### src/rtl/fcs_pkg.sv
// constants and types shared by the flash command and status logic
// Summary of operation
// - command starts only with key 0x5A
// - wrong key discards write, starts nothing
// - status bit 0 is ready
// - locked-region program sets lock error
// - lock error sticky, cleared by status read
// - bad code or key sets program error
// - status bit 4 shows security bit
// - status bits 8,9 show general bits
// - status bits 16+ show region locks
// - region count is 16 or 8
// - reserved codes error, no-op code silent
// - interrupt sources gated by enable bits
package fcs_pkg;
    ////////////////////////////////////////////////////////////////////////////////
    // register byte offsets
    localparam logic [7:0] OFS_MODE    = 8'h60;
    localparam logic [7:0] OFS_COMMAND = 8'h64;
    localparam logic [7:0] OFS_STATUS  = 8'h68;
    localparam logic [7:0] OFS_IRQ_ST  = 8'h70;
    localparam logic [7:0] OFS_IRQ_CLR = 8'h74;
    ////////////////////////////////////////////////////////////////////////////////
    // field positions
    localparam int BIT_READY    = 0;
    localparam int BIT_LOCKERR  = 2;
    localparam int BIT_PROGERR  = 3;
    localparam int BIT_SECURITY = 4;
    localparam int BIT_GPNV0    = 8;
    localparam int BIT_REGION0  = 16;
    localparam int KEY_LSB      = 24;
    localparam int PAGE_LSB     = 8;
    localparam logic [7:0] KEY_VALUE  = 8'h5a;
    localparam logic [31:0] MODE_MASK = 32'h0000_000d;
    ////////////////////////////////////////////////////////////////////////////////
    // command codes
    typedef enum logic [3:0] {
        FCS_NOP  = 4'h0,
        FCS_WP   = 4'h1,
        FCS_SLB  = 4'h2,
        FCS_WPL  = 4'h3,
        FCS_CLB  = 4'h4,
        FCS_EA   = 4'h8,
        FCS_SGPB = 4'hb,
        FCS_CGPB = 4'hd,
        FCS_SSB  = 4'hf
    } fcs_cmd_t;
    // operation time in clock cycles
    localparam int OP_CYCLES = 64;
    localparam int PAGE_BITS = 10;
endpackage : fcs_pkg

### src/rtl/fcs_op_if.sv
// interface carrying one accepted operation to the sequencer
`timescale 1ns/1ns
`default_nettype none
interface fcs_op_if;
    logic                           start;  // one-cycle start pulse
    fcs_pkg::fcs_cmd_t              cmd;    // command being started
    logic [fcs_pkg::PAGE_BITS-1:0]  page;   // page or bit number
    logic                           busy;   // operation running
    logic                           done;   // one-cycle completion pulse
    modport ctrl (output start, output cmd, output page, input busy, input done);
    modport seq  (input start, input cmd, input page, output busy, output done);
endinterface : fcs_op_if
`default_nettype wire

### src/rtl/fcs_sequencer.sv
// operation sequencer keeping non-volatile lock, general and security bits
`timescale 1ns/1ns
`default_nettype none
module fcs_sequencer #(
    parameter int REGIONS     = 16,
    parameter int PAGE_SHIFT  = 6
) (
    // clock and reset
    input  wire logic              clk,
    input  wire logic              rst_n,
    // operation port
    fcs_op_if.seq                  op,
    // non-volatile state
    output logic [REGIONS-1:0]     locks,
    output logic [1:0]             gpnv,
    output logic                   security
);
    typedef enum logic [1:0] { SQ_IDLE, SQ_RUN, SQ_END } fcs_sq_t;
    fcs_sq_t                state;          // sequencer state
    logic [7:0]             count;          // running time counter
    fcs_pkg::fcs_cmd_t      cmd;            // latched command
    logic [fcs_pkg::PAGE_BITS-1:0] page;    // latched page
    logic [3:0]             region;         // region of latched page
    assign region   = 4'(page >> PAGE_SHIFT);
    assign op.busy  = (state != SQ_IDLE);
    assign op.done  = (state == SQ_END);
    ////////////////////////////////////////////////////////////////////////////////
    // sequence timing
    always_ff @(posedge clk or negedge rst_n)
    begin
        if (!rst_n)
        begin
            state <= SQ_IDLE;
            count <= 8'h00;
            cmd   <= fcs_pkg::FCS_NOP;
            page  <= '0;
        end
        else
        begin
            case (state)
                SQ_IDLE:
                begin
                    if (op.start)
                    begin
                        state <= SQ_RUN;
                        count <= 8'(fcs_pkg::OP_CYCLES - 1);
                        cmd   <= op.cmd;
                        page  <= op.page;
                    end
                end
                SQ_RUN:
                begin
                    if (count == 8'h00)
                        state <= SQ_END;
                    else
                        count <= count - 8'h01;
                end
                default: state <= SQ_IDLE;
            endcase
        end
    end
    ////////////////////////////////////////////////////////////////////////////////
    // non-volatile bit updates at the end of an operation
    always_ff @(posedge clk or negedge rst_n)
    begin
        if (!rst_n)
        begin
            locks    <= '0;
            gpnv     <= 2'h0;
            security <= 1'b0;
        end
        else if (state == SQ_END)
        begin
            case (cmd)
                fcs_pkg::FCS_SLB,
                fcs_pkg::FCS_WPL:  locks[region % REGIONS] <= 1'b1;
                fcs_pkg::FCS_CLB:  locks[region % REGIONS] <= 1'b0;
                fcs_pkg::FCS_SGPB: gpnv[page[0]] <= 1'b1;
                fcs_pkg::FCS_CGPB: gpnv[page[0]] <= 1'b0;
                fcs_pkg::FCS_SSB:  security <= 1'b1;
                default:           security <= security;
            endcase
        end
    end
endmodule : fcs_sequencer
`default_nettype wire

### src/rtl/fcs_top.sv
// flash command acceptance and status top with Avalon-MM slave
//
// Added by the designer: the Avalon-MM interface to the registers.
`timescale 1ns/1ns
`default_nettype none
module fcs_top #(
    parameter int REGIONS    = 16,
    parameter int PAGE_SHIFT = 6
) (
    // clock and reset
    input  wire logic          CLK_SYS,
    input  wire logic          RSTN,
    // avalon-mm slave
    input  wire logic [7:0]    ADDRESS,
    input  wire logic          READ,
    input  wire logic          WRITE,
    input  wire logic [3:0]    BYTEENABLE,
    input  wire logic [31:0]   WRITEDATA,
    output logic [31:0]        READDATA,
    output logic               WAITREQUEST,
    // interrupt
    output logic               IRQ
);
    // region count check
    if (REGIONS != 16 && REGIONS != 8)
    begin : g_bad_regions
        $error("REGIONS must be 8 or 16");
    end
    fcs_op_if               op ();          // operation link
    logic [REGIONS-1:0]     locks;          // region lock state
    logic [1:0]             gpnv;           // general bits
    logic                   security;       // security bit
    logic [31:0]            mode;           // interrupt enables
    logic                   lock_err;       // sticky lock error
    logic                   prog_err;       // sticky program error
    logic [3:0]             irq_stat;       // sticky interrupt status
    logic                   acked;          // access answered this cycle
    logic [31:0]            status;         // assembled status word
    logic                   cmd_wr;         // command write accepted
    logic                   key_ok;         // key field correct
    logic                   code_ok;        // code is a defined command
    logic                   lock_hit;       // program targets locked region
    logic                   st_read;        // status read answered
    logic                   ready_rise;     // ready event
    logic                   ready_q;        // previous ready
    logic [3:0]             region;         // region of written page
    fcs_pkg::fcs_cmd_t      wcode;          // written command code
    ////////////////////////////////////////////////////////////////////////////////
    // command decode
    function automatic logic valid_code(input logic [3:0] c);
        case (c)
            4'h0, 4'h1, 4'h2, 4'h3, 4'h4, 4'h8, 4'hb, 4'hd, 4'hf: valid_code = 1'b1;
            default: valid_code = 1'b0;
        endcase
    endfunction : valid_code
    function automatic logic is_program(input logic [3:0] c);
        is_program = (c == fcs_pkg::FCS_WP) || (c == fcs_pkg::FCS_WPL);
    endfunction : is_program
    assign wcode    = fcs_pkg::fcs_cmd_t'(WRITEDATA[3:0]);
    assign key_ok   = (WRITEDATA[fcs_pkg::KEY_LSB +: 8] == fcs_pkg::KEY_VALUE);
    assign code_ok  = valid_code(WRITEDATA[3:0]);
    assign region   = 4'(WRITEDATA[fcs_pkg::PAGE_LSB +: fcs_pkg::PAGE_BITS] >> PAGE_SHIFT);
    assign cmd_wr   = WRITE && acked && (ADDRESS == fcs_pkg::OFS_COMMAND) && BYTEENABLE[3];
    // erase-all with any lock also counts as a lock violation
    assign lock_hit = (is_program(WRITEDATA[3:0]) && locks[region % REGIONS])
                   || ((wcode == fcs_pkg::FCS_EA) && (|locks));
    assign st_read  = READ && acked && (ADDRESS == fcs_pkg::OFS_STATUS);
    ////////////////////////////////////////////////////////////////////////////////
    // one wait cycle per access, answer on second edge
    assign WAITREQUEST = (READ || WRITE) && !acked;
    always_ff @(posedge CLK_SYS or negedge RSTN)
    begin
        if (!RSTN)
            acked <= 1'b0;
        else
            acked <= (READ || WRITE) && !acked;
    end
    ////////////////////////////////////////////////////////////////////////////////
    // operation start: right key, real command, ready, no lock hit
    always_comb
    begin
        op.start = cmd_wr && key_ok && code_ok && !op.busy && !lock_hit
                && (wcode != fcs_pkg::FCS_NOP);
        op.cmd   = wcode;
        op.page  = WRITEDATA[fcs_pkg::PAGE_LSB +: fcs_pkg::PAGE_BITS];
    end
    fcs_sequencer #(
        .REGIONS    (REGIONS),
        .PAGE_SHIFT (PAGE_SHIFT)
    ) u_seq (
        .clk      (CLK_SYS),
        .rst_n    (RSTN),
        .op       (op.seq),
        .locks    (locks),
        .gpnv     (gpnv),
        .security (security)
    );
    ////////////////////////////////////////////////////////////////////////////////
    // sticky error flags, set beats read clear
    always_ff @(posedge CLK_SYS or negedge RSTN)
    begin
        if (!RSTN)
        begin
            lock_err <= 1'b0;
            prog_err <= 1'b0;
        end
        else
        begin
            if (cmd_wr && key_ok && code_ok && lock_hit)
                lock_err <= 1'b1;
            else if (st_read)
                lock_err <= 1'b0;
            if (cmd_wr && (!key_ok || !code_ok))
                prog_err <= 1'b1;
            else if (st_read)
                prog_err <= 1'b0;
        end
    end
    ////////////////////////////////////////////////////////////////////////////////
    // status word assembly
    always_comb
    begin
        status = 32'h0000_0000;
        status[fcs_pkg::BIT_READY]    = !op.busy;
        status[fcs_pkg::BIT_LOCKERR]  = lock_err;
        status[fcs_pkg::BIT_PROGERR]  = prog_err;
        status[fcs_pkg::BIT_SECURITY] = security;
        status[fcs_pkg::BIT_GPNV0 +: 2] = gpnv;
        status[fcs_pkg::BIT_REGION0 +: REGIONS] = locks;
    end
    ////////////////////////////////////////////////////////////////////////////////
    // mode register holding interrupt enables
    always_ff @(posedge CLK_SYS or negedge RSTN)
    begin
        if (!RSTN)
            mode <= 32'h0000_0000;
        else if (WRITE && acked && ADDRESS == fcs_pkg::OFS_MODE)
            mode <= WRITEDATA & fcs_pkg::MODE_MASK;
    end
    ////////////////////////////////////////////////////////////////////////////////
    // sticky interrupt status: ready, -, lock error, program error events
    always_ff @(posedge CLK_SYS or negedge RSTN)
    begin
        if (!RSTN)
            ready_q <= 1'b1;
        else
            ready_q <= !op.busy;
    end
    assign ready_rise = !op.busy && !ready_q;
    always_ff @(posedge CLK_SYS or negedge RSTN)
    begin
        if (!RSTN)
            irq_stat <= 4'h0;
        else
        begin
            for (int i = 0; i < 4; i++)
            begin
                if ((i == fcs_pkg::BIT_READY && ready_rise)
                 || (i == fcs_pkg::BIT_LOCKERR && cmd_wr && key_ok && code_ok && lock_hit)
                 || (i == fcs_pkg::BIT_PROGERR && cmd_wr && (!key_ok || !code_ok)))
                    irq_stat[i] <= 1'b1;
                else if (WRITE && acked && ADDRESS == fcs_pkg::OFS_IRQ_CLR && WRITEDATA[i])
                    irq_stat[i] <= 1'b0;
            end
        end
    end
    assign IRQ = |(irq_stat & mode[3:0]);
    ////////////////////////////////////////////////////////////////////////////////
    // read data register
    always_ff @(posedge CLK_SYS or negedge RSTN)
    begin
        if (!RSTN)
            READDATA <= 32'h0000_0000;
        else if (READ && !acked)
        begin
            case (ADDRESS)
                fcs_pkg::OFS_MODE:   READDATA <= mode;
                fcs_pkg::OFS_STATUS: READDATA <= status;
                fcs_pkg::OFS_IRQ_ST: READDATA <= {28'h0000000, irq_stat};
                default:             READDATA <= 32'h0000_0000;
            endcase
        end
    end
endmodule : fcs_top
`default_nettype wire

### config.mk
export PLATFORM = sky130hd
export DESIGN_NAME = fcs_top
export DESIGN_NICKNAME = d
export VERILOG_FILES = /design/src/rtl/fcs_pkg.sv /design/src/rtl/fcs_op_if.sv /design/src/rtl/fcs_sequencer.sv /design/src/rtl/fcs_top.sv
export SDC_FILE = /design/constraint.sdc
export NUM_CORES = 1
export LEC_CHECK = 0
export BUFFER_PORTS_ARGS = -buffer_cell sky130_fd_sc_hd__buf_2
export CAP_MARGIN = 20
export CORE_MARGIN = 1.5
export CORE_UTILIZATION = 40
export DETAILED_ROUTE_END_ITERATION = 8
export GPL_TIMING_DRIVEN = 1
export HOLD_SLACK_MARGIN = 0.1
export SETUP_SLACK_MARGIN = 0.05
export SLEW_MARGIN = 20
export SYNTH_ARGS = -nofsm -noshare
export SYNTH_HDL_FRONTEND = slang
export SYNTH_HIERARCHICAL = 1
export SYNTH_SLANG_ARGS = --single-unit
### constraint.sdc
create_clock -name CLK_SYS -period 2.98 [get_ports CLK_SYS]
set_clock_uncertainty 0.2 [all_clocks]
set_input_delay 0.447 -clock CLK_SYS [delete_from_list [all_inputs] [get_ports CLK_SYS]]
set_output_delay 0.447 -clock CLK_SYS [all_outputs]
set_load 0.1 [all_outputs]
# --- Word-level counts from Yosys, hierarchy flattened ---
# Memory sizes are Yosys's and may differ from the RTL's.
# Index checks and enable logic that the tools add are counted.
# W data, S select, Z words.
totals:
  register_bits: 85
  rom_bits: 16
  in_bits: 48
  out_inout_bits: 34
  wordCells: 129
  memories: 1
mem_list:
  columns: ["memory", "words", "word_bits", "rd", "rd_clocked_by_memory_dff", "wr", "line", "text"]
  rows:
  - ["(name not given)", 16, 1, 1, 0, 0, "fcs_top.sv:51", "case (c)"]
classes:
  addsub: 1
  order_cmp: 5
  eq_ne: 20
  mux: 24
  bitwise: 7
  n_reduce_logical: 55
ops:
  columns: ["operator", "n"]
  rows:
  - ["$pmux W32 S3", 1]
  - ["$eq A8 B7 Y1 const B", 6]
  - ["$pmux W16 S2", 1]
  - ["$logic_and A1 B1 Y1", 24]
  - ["$reduce_bool A2 Y1", 9]
  - ["$and A16 B16 Y16", 1]
  - ["$eq A4 B4 Y1 const B", 4]
  - ["$mux W8", 2]
  - ["$not A16 Y16", 1]
  - ["$or A16 B16 Y16", 1]
  - ["$pmux W8 S2", 1]
  - ["$reduce_or A16 Y1", 1]
  - ["$eq A4 B2 Y1 const B", 3]
  - ["$mux W1", 12]
  - ["$lt A4 B5 Y1 const B", 2]
  - ["$reduce_and A2 Y1", 5]
  - ["$logic_not A8 Y1", 1]
  - ["$pmux W2 S2", 2]
  - ["$sub A8 B1 Y8 const B", 1]
  - ["$logic_not A1 Y1", 6]
  - ["$and A4 B4 Y4", 1]
  - ["$bmux W1 S4", 1]
  - ["$demux W1 S4", 1]
  - ["$eq A4 B1 Y1 const B", 1]
  - ["other kinds (19)", 24]

# --- Depth between registers and ports, before layout ---
logic_depth:
  word_depth: 10
  ltp_mapped: 12
  ltp_nobuf: 11

# --- Cells and area by module ---
# Netlist, hierarchy kept.
modules_own_cells:
  columns: ["module", "n_inst", "cells_per_inst", "area_each_um2", "seq_area_each_um2"]
  rows:
  - ["fcs_top", 1, 195, 1880.6, 802.0]
  - ["fcs_sequencer", 1, 156, 1796.7, 950.9]

# --- Worst setup path before layout ---
# No wires, ideal clock.
synth_timing:
  path_type: "input port to flip-flop"
  start: "input WRITEDATA[16]"
  end: "register u_seq.count[4]"
  setup_ps: 82
  t_arrival_ps: 2475
  required_time_ps: 2698
  slack_ps: 223
  path_stages: 11
  path_buffers: 2
  cell_sequence: "buf_6 > mux4_2 > mux2_4 > nand3_2 > o211ai_4 > nor4b_4 > inv_1 > nor2_2 > buf_2 > a211oi_1 > a31oi_1"
synth_via:
  elab_chain_cells: 9
synth_lines:
  columns: ["item", "line", "text"]
  rows:
  - ["from (decl)", "fcs_top.sv:18", "input wire logic [31:0] WRITEDATA,"]
  - ["$bmux W1 S4", "fcs_top.sv:65", "assign lock_hit = (is_program(WRITEDATA[3:0]) && locks[region % REGIONS])"]
  - ["$mux W1 (implied by the code)", "fcs_top.sv:65", null]
  - ["$logic_and A1 B1 Y1", "fcs_top.sv:65", null]
  - ["$logic_or A1 B1 Y1", "fcs_top.sv:66", "|| ((wcode == fcs_pkg::FCS_EA) && (|locks));"]
  - ["$logic_not A1 Y1", "fcs_top.sv:82", "op.start = cmd_wr && key_ok && code_ok && !op.busy && !lock_hit"]
  - ["$logic_and A1 B1 Y1", "fcs_top.sv:82", null]
  - ["$logic_and A1 B1 Y1", "fcs_top.sv:83", "&& (wcode != fcs_pkg::FCS_NOP);"]
  - ["via op.start", "fcs_op_if.sv:5", "logic start;"]
  - ["$ne A2 B2 Y1 (no source line)", null, null]
  - ["$reduce_and A3 Y1 (no source line)", null, null]
  - ["to (signal assigned)", "fcs_sequencer.sv:46", "count <= 8'(fcs_pkg::OP_CYCLES - 1);"]
  - ["to (signal assigned)", "fcs_sequencer.sv:56", "count <= count - 8'h01;"]
  - ["to (decl)", "fcs_sequencer.sv:20", "logic [7:0] count;"]
# The timed path passes the listed nets, and every way through them passes these cells. The select of a mux whose other input is x is not followed.
# A chain may end at the register's enable or synchronous reset.

==> summary.txt <==
Run
  • Max_cap viols: 0

Detailed routing
  • Detailed Route Iter0 Violations: 100
  • Remaining DRCs: 6
  • DR vias/cell: 5.49
  • DR WL/cell: between 15 and 20 microns
  • Drt first pass iters: 6
  • Post-detailed-route count of antenna-violating nets: 0
  • Overall routed net length: 8080 microns
  • DR vias: approximately 2900

Logic synthesis
  • Fraction of registers with async set/reset: 100%
  • Post-synthesis instance area: 3680 sq um
  • Synthesized-area fraction occupied by and/or/nand/nor cells: around a quarter
  • Proportion of netlist area held by the largest area contributor: 47.0%
  • Most frequently used flop master after synthesis: dfrtp_1
  • Portion of netlist area occupied by mux cells: 12.0%
  • Combinational family with the most area after synthesis: simple AND/OR/NAND/NOR gates
  • Synth Area in XOR/XNOR: 0%
  • Cell type with the largest total area after synthesis: dfrtp_1
  • Share of synthesized area occupied by flip-flops and latches: 47.7%
  • Gate count of the mapped netlist: 351
  • Synth unique cells: 62
  • Synth Area in Compound Gates: between 8 and 9%
  • Count of yosys warnings during synthesis: 6
  • Flip-flop and latch count after synthesis: 70
  • EDFF count, synth: 0
  • Average instance area after synthesis: 10.5 sq um
  • Synth top area cells: dfrtp_1 47%, mux2_2 7.3%, nand2_1 5.5%, nand3_1 3.1%, nor2_1 2.6%
  • Post-Synth Adder-Cell Area: about 1.7%

Global routing
  • First-pass GRT wire length: 13800 microns
  • Maximum number of pins on one net before global-route repair: 38
  • GR Util All Layers: between 15 and 20%
  • Number of antenna violations at the first check in global routing: 0
  • Via count of the first global-routing pass: about 2800
  • Leftover overflow at the end of global routing: 0

Worst setup path
  • Critical path launch point type: flip-flop
  • Biggest fanout along the worst timing path: 17
  • CP Depth: 9
  • Crit-path cells: mux4_1 > mux2_4 > nand3_2 > o211ai_4 > nor4b_4 > inv_1 > nor2_2 > buf_12 > mux2_2
  • Standard cell with the maximum stage delay on the critical path: mux4_1
  • Critical path data required time: 3000 ps
  • Crit Path Category: flip-flop to flip-flop
  • Worst setup EP type: flip-flop
  • Data arrival time of the critical path: 2770 ps
  • CP top delay family: multiplexers
  • Slowest Stage Delay on Critical Path: 520 ps
  • Number of buffer and inverter instances along the worst setup path: 2
  • Reg2reg path depth: 9

Power and ir drop
  • Highest ir drop seen on vdd: 0.202 mV
  • Leakage component of the power: 2.11 nW
  • Power per cell area: 436 nW/um^2
  • Total power consumption of the routed design: between 1.5 and 2 mW

Cells and area
  • Most used cells in the layout excluding fill and tap cells: 69 x dfrtp_1, 54 x nand2_1, 53 x buf_2
  • # fillers: 847
  • Area added between synthesis and finish: 15.1%
  • Most common cell after layout, fill and taps aside: dfrtp_1
  • Nets: 460
  • Final core occ: 48.1%
  • Antenna Diode Count: 0
  • Share of layout cells above drive strength 1: between 20% and 30%
  • Final instance area: 4230 sq um

Clock tree
  • Clock Tree Root: clkbuf_8
  • Number of buffers created by CTS: 9
  • Quantity of gates resized following cts: 0
  • Total number of H-tree levels: 3
  • Clock Tree Buf Depth: 2
  • Register clock-pin slew on the reported worst setup and hold paths: 70 ps
  • CTS Sinks: 70
  • Clock tree from TritonCTS: built
  • Later-pin clock latency in the skew report: 340 ps

Timing
  • Sum Neg Setup Slack: 0 ps
  • Slew headroom: approximately 48%
  • Highest Clock Rate: 364 MHz
  • Worst slew pin tran: roughly 780 ps
  • Setup repair after global routing missed its margin: no
  • Hold Vio Cnt, Final: 0
  • Crit path time final: 2750 ps
  • Post-route clock period utilization: between 90 and 100%
  • Final number of setup-violating endpoints: 0
  • Number of max-slew violations in the final report: 0

Floorplanning
  • Placeable core area: between 8000 and 9000 sq um
  • Chip width: 98.9 microns
  • Overall die height: approximately 100 microns
  • I/O pin cnt: 82
  • Initial core utilization: 41.8%
  • Die Area: ~9800 sq um
  • Number of placement rows: 34

Placed design
  • Count of input and output buffers: 53
  • Global placer's final weighted congestion: about 0.8
  • Area of placed instances: 4040 sq um
  • Dpl hpwl: between 5000 and 6000 microns

Run status
  • Violations in the final reports: DRC
  • Run status: complete, but fails checks

Hold path
  • Hold path depth: 3
  • Path type of the worst min-delay path: input port to flip-flop
==> per-layer routing <==
metal	vias up	GRT usage, %	part of all wire [%]
met5	-	0	0
met4	0	7.14	1.8
met3	15	3.26	4.3
met2	69	27.5	46
met1	1418	24.5	48
li1	1353	-	-
==> cells in the mapped netlist, drive strengths merged, types with 2 or more instances <==
| cell type | count |
|---|---|
| dfrtp | 69 |
| nand2 | 54 |
| nor2 | 27 |
| mux2 | 26 |
| nand3 | 24 |
| buf | 16 |
| inv | 11 |
| a21oi | 10 |
| clkbuf | 9 |
| nor4 | 8 |
| mux2i | 7 |
| nor4b | 7 |
| nand3b | 6 |
| o21ai | 6 |
| a22o | 5 |
| ha | 5 |
| nor2b | 4 |
| nor3 | 4 |
| nor4bb | 4 |
| o2bb2ai | 4 |
| a22oi | 3 |
| mux4 | 3 |
| nand4 | 3 |
| nand4b | 3 |
| nor3b | 3 |
| o211ai | 3 |
| or4 | 3 |
| a31oi | 2 |
| and2 | 2 |
| and2b | 2 |
| and3 | 2 |
| nand2b | 2 |
==> logic make-up after synthesis <==
family,count (synthesis)
buffers and inverters,36
other,1
AO/OA/AOI/OAI,39
adder cells (fa/ha/maj),5
AND/OR/NAND/NOR,164
flip-flops,70
multiplexers,36
==> cell type report <==
cell class	count	area (sq um)	area share, %
Tap cell	108	135	3.19
Multi-Input combinational cell	254	1770	41.8
Sequential cell	70	1750	41.4
Clock buffer	15	176	4.17
Inverter	11	41.3	0.975
Clock inverter	1	5.00	0.118
Timing Repair Buffer	61	353	8.33
==> per-stage QoR <==
stage	hold WS, ps	setup slack [ps]	cells
floorplan	-48.6	223	360
global placement	246	75.7	503
detailed placement	249	53.7	503
CTS	107	213	520
global route	125	103	520
finish	115	233	520
==> path summary, 6_finish.rpt <==
check	start	end	slack, ps
max	flip-flop	u_seq/page[9]	230
max reg2reg	flip-flop	u_seq/page[9]	230
max in group asynchronous	RSTN	u_seq/page[9]	1400
min in group asynchronous	RSTN	u_seq/count[2]	520
min	WRITEDATA[8]	u_seq/page[0]	120
min reg2reg	u_seq/security	u_seq/security	260
==> power by group <==
part           leakage, nW  switching [mW]  internal (mW)
clock               0.0937           0.340          0.371
combinational         1.08           0.136         0.0396
sequential           0.936         0.00402          0.954
==> worst min-delay path, delay by kind of cell <==
family                 cells  cell delay, ps
buffers and inverters      1              70
AO/OA/AOI/OAI              1              60
AND/OR/NAND/NOR            1              40
==> timing repair <==
item                      in CTS  in global routing
hold buffers                   1                  0
hold endpoints to repair      32                  0
setup buffers                  0                  0
No activity file was read; power rests on OpenSTA's default activity.
